==> config.mk <==
export PLATFORM = sky130hd
export DESIGN_NAME = lcdc_cmd_decoder
export DESIGN_NICKNAME = d
export VERILOG_FILES = /design/src/rtl/lcdc_pkg.sv /design/src/rtl/lcdc_cmd_decoder.sv
export VERILOG_INCLUDE_DIRS = /design/src /design/src/rtl
export SDC_FILE = /design/constraint.sdc
export NUM_CORES = 1
export LEC_CHECK = 0
export BUFFER_PORTS_ARGS = -buffer_cell sky130_fd_sc_hd__buf_2
export CORE_ASPECT_RATIO = 0.6
export CORE_MARGIN = 8
export CORE_UTILIZATION = 35
export DETAILED_ROUTE_END_ITERATION = 7
export GPL_TIMING_DRIVEN = 1
export SLEW_MARGIN = 20
export SYNTH_ARGS = -nofsm -noshare
export SYNTH_HDL_FRONTEND = slang
export SYNTH_SLANG_ARGS = --single-unit
export TNS_END_PERCENT = 100
==> constraint.sdc <==
create_clock -name clk -period 3.18 [get_ports clk]
set_clock_uncertainty 0.05 [all_clocks]
set_input_delay 0.318 -clock clk [delete_from_list [all_inputs] [get_ports clk]]
set_output_delay 0.318 -clock clk [all_outputs]
set_load 0.03 [all_outputs]
==> src/rtl/lcdc_regs.svh <==
`ifndef LCDC_REGS_SVH
`define LCDC_REGS_SVH
// command byte patterns, casez wildcards mark ignored bits
`define LCDC_OP_DISP      8'b1010_111?
`define LCDC_OP_START     8'b01??_????
`define LCDC_OP_PAGE      8'b1011_????
`define LCDC_OP_COL_HI    8'b0001_????
`define LCDC_OP_COL_LO    8'b0000_????
`define LCDC_OP_ADC       8'b1010_000?
`define LCDC_OP_REVERSE   8'b1010_011?
`define LCDC_OP_ENTIRE    8'b1010_010?
`define LCDC_OP_BIAS      8'b1010_001?
`define LCDC_OP_RMW       8'he0
`define LCDC_OP_RMW_END   8'hee
`define LCDC_OP_SW_RESET  8'he2
`define LCDC_OP_NOP       8'he3
`define LCDC_OP_COM_DIR   8'b1100_????
`define LCDC_OP_POWER     8'b0010_1???
`define LCDC_OP_RATIO     8'b0010_0???
`define LCDC_OP_VOL_ARM   8'h81
`define LCDC_OP_IND       8'b1010_110?
`define LCDC_OP_TEST_EXIT 8'hf0
`define LCDC_OP_TEST      8'b1111_????
// reset values and field positions
`define LCDC_CONTRAST_RST 6'h20
`define LCDC_COM_DIR_BIT  3
`define LCDC_BLINK_OFF    2'h0
`define LCDC_BLINK_FAST   2'h1
`define LCDC_BLINK_SLOW   2'h2
`define LCDC_BLINK_STEADY 2'h3
// blink half periods
`define LCDC_BLINK_FAST_MS 500
`define LCDC_BLINK_SLOW_MS 1000
`define LCDC_CLK_KHZ       200000
`endif
==> src/rtl/lcdc_pkg.sv <==
package lcdc_pkg;
  typedef enum logic [1:0] {LCDC_CMD, LCDC_VOL_WAIT, LCDC_IND_WAIT} lcdc_mode_t;

  typedef struct packed {
    logic       disp_on;
    logic [5:0] start_line;
    logic [3:0] page;
    logic [7:0] column;
    logic       seg_reverse;
    logic       invert;
    logic       entire_on;
    logic       bias_sel;
    logic       com_reverse;
    logic [2:0] power_ctrl;
    logic [2:0] reg_ratio;
    logic [5:0] contrast;
    logic       ind_on;
    logic [1:0] blink_mode;
    logic       rmw_active;
    logic       test_mode;
  } lcdc_cfg_t;

  typedef struct packed {
    lcdc_cfg_t  cfg;
    lcdc_mode_t mode;
    logic [7:0] rmw_col;
    logic [7:0] rd_data;
    logic       ram_we;
    logic [7:0] ram_wdata;
    logic [31:0] blink_cnt;
    logic       ind_level;
  } lcdc_state_t;
endpackage : lcdc_pkg

==> src/rtl/lcdc_cmd_decoder.sv <==
`timescale 1ns/10ps
`include "lcdc_regs.svh"
// How it works
// - upper nibble all ones, except F0, enters test mode
// - hardware reset or reset command exits test
// - byte F0 exits test mode
// - 1010111x switches panel drive on/off
// - 01 prefix loads displayed start line
// - 1011 prefix loads page address
// - 0001/0000 load column high/low nibble
// - status read: flags high, zeros low
// - data write stores, data read returns RAM
// - 1010000x sets segment direction
// - 1010011x sets pixel polarity
// - 1010010x forces all pixels on
// - 1010001x selects bias ratio
// - E0 starts read-modify-write, EE ends it
// - E2 performs software reset
// - 1100 with bit 3 sets common direction
// - 00101 prefix sets power circuits
// - 00100 prefix sets regulator ratio
// - 81 arms contrast, next byte stores it
// - 1010110x indicator; on takes blink byte
// - armed contrast blocks other commands
// - blink codes: off, fast, slow, steady
// - power save: sleep or standby by indicator
module lcdc_cmd_decoder
  import lcdc_pkg::*;
#(
  parameter int unsigned FAST_CYCLES = `LCDC_BLINK_FAST_MS * `LCDC_CLK_KHZ,
  parameter int unsigned SLOW_CYCLES = `LCDC_BLINK_SLOW_MS * `LCDC_CLK_KHZ
)
(
  input  wire logic             clk,             // 200 MHz clock
  input  wire logic             rst,             // sync reset, high
  input  wire logic             hw_reset_n,      // reset pin, low resets
  input  wire logic             wr_done,         // completed host write pulse
  input  wire logic             rd_done,         // completed host read pulse
  input  wire logic             cmd_data_select, // 0 command, 1 data
  input  wire logic [7:0]       wr_data,         // host write byte
  output logic      [7:0]       rd_data,         // host read byte
  output logic                  ram_we,          // display RAM write pulse
  output logic      [7:0]       ram_wdata,       // display RAM write byte
  output logic      [3:0]       ram_page,        // display RAM page
  output logic      [7:0]       ram_col,         // display RAM column
  input  wire logic [7:0]       ram_rdata,       // display RAM byte at address
  output lcdc_pkg::lcdc_cfg_t   cfg,             // decoded settings
  output logic                  sleep,           // power save, indicator off
  output logic                  standby,         // power save, indicator on
  output logic                  ind_level        // static indicator drive
);
  import lcdc_pkg::*;

  // a half period under two cycles leaves no room to count
  if (FAST_CYCLES < 2 || SLOW_CYCLES < 2)
  begin : g_bad_blink
    $error("blink periods too short");
  end

  lcdc_state_t s_q;
  lcdc_state_t s_d;
  logic        cmd_wr;
  logic        data_wr;
  logic        data_rd;
  logic        stat_rd;
  logic [31:0] blink_len;

  assign cmd_wr  = wr_done && !cmd_data_select;
  assign data_wr = wr_done && cmd_data_select;
  assign data_rd = rd_done && cmd_data_select;
  assign stat_rd = rd_done && !cmd_data_select;
  assign blink_len = (s_q.cfg.blink_mode == `LCDC_BLINK_SLOW) ? SLOW_CYCLES : FAST_CYCLES;

  function automatic lcdc_cfg_t cfg_reset();
    lcdc_cfg_t c;
    c          = '0;
    c.contrast = `LCDC_CONTRAST_RST;
    return c;
  endfunction : cfg_reset

  always_comb
  begin
    s_d        = s_q;
    s_d.ram_we = 1'b0;
    if (data_wr)
    begin
      s_d.ram_we     = 1'b1;
      s_d.ram_wdata  = wr_data;
      s_d.cfg.column = s_q.cfg.column + 8'h01;
    end
    if (data_rd)
    begin
      s_d.rd_data = ram_rdata;
      // rmw reads leave the column for the write back
      if (!s_q.cfg.rmw_active)
        s_d.cfg.column = s_q.cfg.column + 8'h01;
    end
    if (stat_rd)
      s_d.rd_data = {1'b0, s_q.cfg.seg_reverse, !s_q.cfg.disp_on, 1'b0, 4'h0};
    if (cmd_wr)
    begin
      case (s_q.mode)
        LCDC_VOL_WAIT:
        begin
          s_d.cfg.contrast = wr_data[5:0];
          s_d.mode         = LCDC_CMD;
        end
        LCDC_IND_WAIT:
        begin
          s_d.cfg.blink_mode = wr_data[1:0];
          s_d.mode           = LCDC_CMD;
        end
        default:
        begin
          casez (wr_data)
            `LCDC_OP_DISP:      s_d.cfg.disp_on = wr_data[0];
            `LCDC_OP_START:     s_d.cfg.start_line = wr_data[5:0];
            `LCDC_OP_PAGE:      s_d.cfg.page = wr_data[3:0];
            `LCDC_OP_COL_HI:    s_d.cfg.column[7:4] = wr_data[3:0];
            `LCDC_OP_COL_LO:    s_d.cfg.column[3:0] = wr_data[3:0];
            `LCDC_OP_ADC:       s_d.cfg.seg_reverse = wr_data[0];
            `LCDC_OP_REVERSE:   s_d.cfg.invert = wr_data[0];
            `LCDC_OP_ENTIRE:    s_d.cfg.entire_on = wr_data[0];
            `LCDC_OP_BIAS:      s_d.cfg.bias_sel = wr_data[0];
            `LCDC_OP_COM_DIR:   s_d.cfg.com_reverse = wr_data[`LCDC_COM_DIR_BIT];
            `LCDC_OP_POWER:     s_d.cfg.power_ctrl = wr_data[2:0];
            `LCDC_OP_RATIO:     s_d.cfg.reg_ratio = wr_data[2:0];
            `LCDC_OP_VOL_ARM:   s_d.mode = LCDC_VOL_WAIT;
            `LCDC_OP_RMW:
            begin
              s_d.cfg.rmw_active = 1'b1;
              s_d.rmw_col        = s_q.cfg.column;
            end
            `LCDC_OP_RMW_END:
            begin
              s_d.cfg.rmw_active = 1'b0;
              s_d.cfg.column     = s_q.rmw_col;
            end
            `LCDC_OP_SW_RESET:
            begin
              // display and panel modes survive the soft reset
              s_d.cfg.start_line = 6'h00;
              s_d.cfg.page       = 4'h0;
              s_d.cfg.column     = 8'h00;
              s_d.cfg.rmw_active = 1'b0;
              s_d.cfg.contrast   = `LCDC_CONTRAST_RST;
              s_d.cfg.test_mode  = 1'b0;
            end
            `LCDC_OP_IND:
            begin
              s_d.cfg.ind_on = wr_data[0];
              if (wr_data[0])
                s_d.mode = LCDC_IND_WAIT;
              else
                s_d.cfg.blink_mode = `LCDC_BLINK_OFF;
            end
            `LCDC_OP_TEST_EXIT: s_d.cfg.test_mode = 1'b0;
            `LCDC_OP_TEST:      s_d.cfg.test_mode = 1'b1;
            default:            ; // nop and undefined codes change nothing
          endcase
        end
      endcase
    end
    case (s_q.cfg.blink_mode)
      `LCDC_BLINK_OFF:
      begin
        s_d.blink_cnt = '0;
        s_d.ind_level = 1'b0;
      end
      `LCDC_BLINK_STEADY:
      begin
        s_d.blink_cnt = '0;
        s_d.ind_level = 1'b1;
      end
      default:
      begin
        if (s_q.blink_cnt >= blink_len - 32'd1)
        begin
          s_d.blink_cnt = '0;
          s_d.ind_level = !s_q.ind_level;
        end
        else
          s_d.blink_cnt = s_q.blink_cnt + 32'd1;
      end
    endcase
  end

  always_ff @(posedge clk)
  begin
    if (rst || !hw_reset_n)
    begin
      s_q      <= '0;
      s_q.cfg  <= cfg_reset();
      s_q.mode <= LCDC_CMD;
    end
    else
      s_q <= s_d;
  end

  assign cfg       = s_q.cfg;
  assign rd_data   = s_q.rd_data;
  assign ram_we    = s_q.ram_we;
  assign ram_wdata = s_q.ram_wdata;
  assign ram_page  = s_q.cfg.page;
  assign ram_col   = s_d.ram_we ? s_q.cfg.column : s_q.cfg.column - {7'h00, s_q.ram_we};
  assign ind_level = s_q.ind_level;
  // power save is display off plus entire display on
  assign sleep   = !s_q.cfg.disp_on && s_q.cfg.entire_on && !s_q.cfg.ind_on;
  assign standby = !s_q.cfg.disp_on && s_q.cfg.entire_on && s_q.cfg.ind_on;
endmodule : lcdc_cmd_decoder

* After elaboration in Yosys (flattened, before gate mapping) *
Index checks and enable logic that the tools add are counted.

cells by class
  mux-type cells = 39
  equal/unequal tests = 24
  reductions and logical operators = 46
  magnitude comparators = 1
  add/sub/neg operators = 4
  bitwise gates (word level) = 4

operators with widths
  operator                 number
  $pmux W33 S2             1
  $mux W8                  6
  $reduce_and A3 Y1        15
  $eq A7 B7 Y1 const B     6
  $eq A8 B8 Y1 const B     5
  $mux W40                 1
  $add A32 B1 Y32 const B  1
  $ge A32 B32 Y1           1
  $mux W32                 1
  $sub A28 B1 Y29 const B  1
  $mux W28                 1
  $pmux W4 S3              2
  $pmux W6 S2              2
  $mux W19                 1
  $reduce_or A16 Y1        1
  $mux W7                  2
  $reduce_bool A2 Y1       7
  $eq A4 B4 Y1 const B     3
  $eq A5 B3 Y1 const B     2
  $mux W3                  3
  $mux W9                  1
  $add A8 B1 Y8 const B    1
  $mux W1                  8
  $mux W2                  4
  other kinds (19)         42

word-level totals
  word-level logic and storage cells = 142
  output and inout bits = 73
  flip-flop bits (word level) = 101
  input bits = 22

* Depth between registers and ports, before layout *
  word-level depth = 7
  gate-level depth with buffers = 12
  mapped depth without buffers = 10

* Least setup slack after synthesis *
OpenSTA, ideal clock, no wires.

  path kind = register -> register
  start = reg cfg[2] (netlist name)
  end = reg s_q, in the netlist ind_level
  data arrival time = 2.202 ns
  slack = 0.854 ns
  buffers on the path = 0
  cell stages (with the launch flop) = 11
  clock period less this slack = 2.326 ns
  required time = 3.056 ns
  library setup time = 0.074 ns
  cells stage by stage = dfxtp_1 inv_1 ha_1 inv_1 ha_1 a31oi_1 nand2_1 a21oi_1 nand2b_1 or4b_1 a31oi_1

on the way
  cells in the longest elaborated chain, start to end = 5
  elaborated cells between the ends (all ways) = 8
  those cells by class = add/sub: 1; order compare: 1; eq/ne: 2; mux: 2; reduce/logical: 2

ends and longest elaborated chain
  what                                 RTL line                 text
  $eq A2 B2 Y1 (no source line)        -
  $mux W28                             lcdc_cmd_decoder.sv:72   assign blink_len = (s_q.cfg.blink_mode == `LCDC_BLINK_SLOW) ? SLOW_CYCLES : FAST_CYCLES;
  $sub A28 B1 Y29                      lcdc_cmd_decoder.sv:177  if (s_q.blink_cnt >= blink_len - 32'd1)
  $ge A32 B32 Y1                       lcdc_cmd_decoder.sv:177
  $reduce_bool A3 Y1 (no source line)  -
  end, declared                        lcdc_cmd_decoder.sv:60   lcdc_state_t s_q;

Parallel ways exist; a longest one is shown, timed or not.
A chain may end at the register's enable or synchronous reset.

* Worst setup path after layout *
  start = reg cfg[2] (netlist name)
  end = reg s_q[3] (netlist name)

on the way
  cells in the longest elaborated chain, start to end = 6
  elaborated cells between the ends (all ways) = 8
  those cells by class = add/sub: 1; order compare: 1; eq/ne: 2; mux: 3; reduce/logical: 1

ends and longest elaborated chain
  what                           RTL line                 text
  $eq A2 B2 Y1 (no source line)  -
  $mux W28                       lcdc_cmd_decoder.sv:72
  $sub A28 B1 Y29                lcdc_cmd_decoder.sv:177
  $ge A32 B32 Y1                 lcdc_cmd_decoder.sv:177
  $mux W32                       lcdc_cmd_decoder.sv:177
  $pmux W33 S2 (*)               lcdc_cmd_decoder.sv:164  case (s_q.cfg.blink_mode)

Every way passes the cells marked *; elsewhere a longest branch is shown, timed or not.

==> results.toml <==
[floorplan]
ios = 95
start_util_pct = 36.1
core_mm2 = 0.0146
chipHeight_um = 111
dieWidth_um = 174
rows = 34
dieArea_mm2 = 0.0193

[clocking]
numCtsBuffers = 9
htree_levels = 3
clkTransAtPathRegs_ps = 70
cts_buffer_depth = 2
cts_setup_buffers = 0
cts_sinks = 101
clk_latency_ps = 340
clock-root-buffer = "clkbuf_16"
cts_resized = 0
cts_tree = "built"
holdBufCountCts = 0

[sta]
worstMarginPinSlew_ps = 960
clock.fmax_mhz = 353
setup_viol = 0
final_max_slew_viol_count = 0
timing.final.crit_share_pct = 89.0
slew-limit-headroom_pct = 36.0
hold_viol_final = 0
layout_min_cycle_time_ps = 2830
rsz0062_at_grt = "no"
fin_tns_setup_ps = 0

[placement]
portBuffers = 94
dpl.hpwl_mm = 9.76
place.gp.congestion = 0.818

[logic_synthesis]
synth.avg_cell_area_um2 = 8.41
post_synth_instance_area_mm2 = 0.00526
synthCells = 626
synth_edf_count = 0
yosysSeqAreaShare_pct = 38.4
ys.flop_type = "dfxtp_1"
yosysUniqueCellTypes = 56
ys_seq_elements = 101
synthArstFlopShare_pct = 0
ys_warn_count = 0

[flow_run]
max_cap_viol_count = 0

[finish]
multi_input_comb_area_mm2 = 0.00261
fillers = 1443
final_layout_size_suffix_gt1_share_pct = 20.3
area_growth_pct = 9.99
post-route-util_pct = 39.7
nets = 683
seq_area_mm2 = 0.00202

[power]
cell_internal_pwr_uw = 2090
peakVddDrop_mv = 0.279
p_sw_share_pct = 22.6
cellPowerDensity_mw_per_mm2 = 465
combinationalPowerShare_pct = 6.0
leakage_uw = 0.00230
p_switching_uw = 608
seq_power_share_pct = 47.5
total_power_uw = 2690
p_clk_share_pct = 46.5

[drt]
dr.pass1.iters = 5
routedWlPerCell_um = 15.4
routed_via_density = 4.96
totalWireLength_mm = 13.1
antenna_left = 0
drc = 0
num_vias = 4208
drt-initial-drc-count = 247

[setup_path]
cp-end-kind = "register"
cpPeakStageDelay_ps = 490
cp_num_buf_inv = 3
cp_max_fo = 21
crit_type = "register to register"
crit_slowest_cell = "nand4b_1"
start_kind = "register"
worstPathArrival_ps = 3060
crit_chain = "inv_1, ha_1, inv_1, ha_1, o21ai_0, a21oi_1, o221ai_1, a21oi_1, nand4b_1, buf_12, nor2_1"
critPathRequiredTime_ps = 3410
cp_top_family = "buffers and inverters"

[min_path]
hold_class = "input port to register"

[global_route]
grt_pass1_vias = 4126
grt.total_usage_pct = 13.3
grt_pass1_wl_mm = 21.2
overflow = 0
antenna_found_initial = 1
grt_max_degree = 46

[status]
outcome = "completed"
-- state kept, by name (all words and copies together), names as in the netlist --
register,flops
ram_we,1
cfg,37
ind_level,1
rd_data,8
ram_page,4
ram_wdata,8
s_q,42
-- worst paths after layout --
check,endpoint,start,slack [ps],cells past startpoint
max reg2reg,s_q[3],cfg[2],350,11
min reg2reg,ram_wdata[5],ram_wdata[5],400,2
max,s_q[3],cfg[2],350,11
min,rd_data[4],ram_rdata[4],180,3
-- metal layers --
layer  part of all wire [%]  track usage [%]
met5                      0                0
met4                    1.3             3.91
met3                    7.0             4.22
met2                     43             19.6
met1                     49             18.1
-- area by class of cell --
| cell class | count | share of cell area [%] |
|---|---|---|
| clock inverters | 6 | 1.92 |
| inverters | 14 | 0.908 |
| repair buffers | 98 | 8.86 |
| diodes | 1 | 0.0432 |
| well taps | 198 | 4.28 |
| multi-input cells | 422 | 45.2 |
| clock buffers | 9 | 3.89 |
| flip-flops and latches | 101 | 34.9 |
-- stage by stage --
stage          hold slack [ps]  instances  setup slack [ps]  cell area [um^2]
4_1_cts                    162        848               354              5790
5_1_grt                    172        849              88.0              5790
3_5_place_dp               398        833               363              5450
2_1_floorplan              376        628               854              5270
3_3_place_gp               386        833               511              5450
6_report                   176        849               350              5790
-- synthesized netlist by cell type, types with 7 or more instances --
cell type    n  area (um^2)
nor2_1     103          387
dfxtp_1    101         2020
buf_4       62          465
nand2_1     46          173
a21oi_1     33          165
mux2i_1     28          280
nand3_1     26          130
xor2_1      25          219
clkbuf_1    18         67.6
ha_1        15          188
xnor2_1     15          131
inv_1       14         52.6
a22oi_1     13         97.6
nand2b_1    12         75.1
nand4_1     11         68.8
a211oi_1    10         75.1
and3_1       7         43.8
nor2b_1      7         43.8
nor3_1       7         35.0
-- worst reg2reg max path: stages (launching register included) --
cell      delay (ps)
dfxtp_1          390
inv_1            100
ha_1             290
inv_1            230
ha_1             310
o21ai_0           90
a21oi_1           80
o221ai_1         180
a21oi_1          130
nand4b_1         490
buf_12           320
nor2_1           110
-- power groups by stage --
stage / Sequential, uW / Combinational, uW / Clock [uW]
2_1_floorplan: 1310 / 116 / 0
3_3_place_gp: 1310 / 157 / 0
3_5_place_dp: 1310 / 160 / 0
4_1_cts: 1280 / 161 / 1280
5_1_grt: 1280 / 175 / 1330
6_report: 1280 / 161 / 1250
-- cells by family (layout without fill, tap and decap cells) --
logic type	Yosys count	count (layout)	synth area share, %
xor+xnor	40	40	6.66
flops	101	101	38.4
simple gates	254	254	23.7
mux	28	28	5.33
compound gates	82	82	10.0
buf+inv	105	127	12.2
fa+ha+maj	15	15	3.57
other cells	1	4	0.0713
-- cell usage in the layout (no fill, tap or decap), drive strengths merged, types with 4 or more instances in the layout --
cell	n
inv	15
nand3	26
o21ai	5
and3	7
mux2i	28
ha	15
xnor2	15
xor2	25
nand2b	12
nand4	11
dfxtp	101
nor3	9
and2	5
nor4	7
nand2	47
a21oi	36
a211oi	10
clkbuf	9
a22oi	13
buf	98
nor2	104
a31oi	4
nor2b	7
No activity file was read; power rests on OpenSTA's default activity.
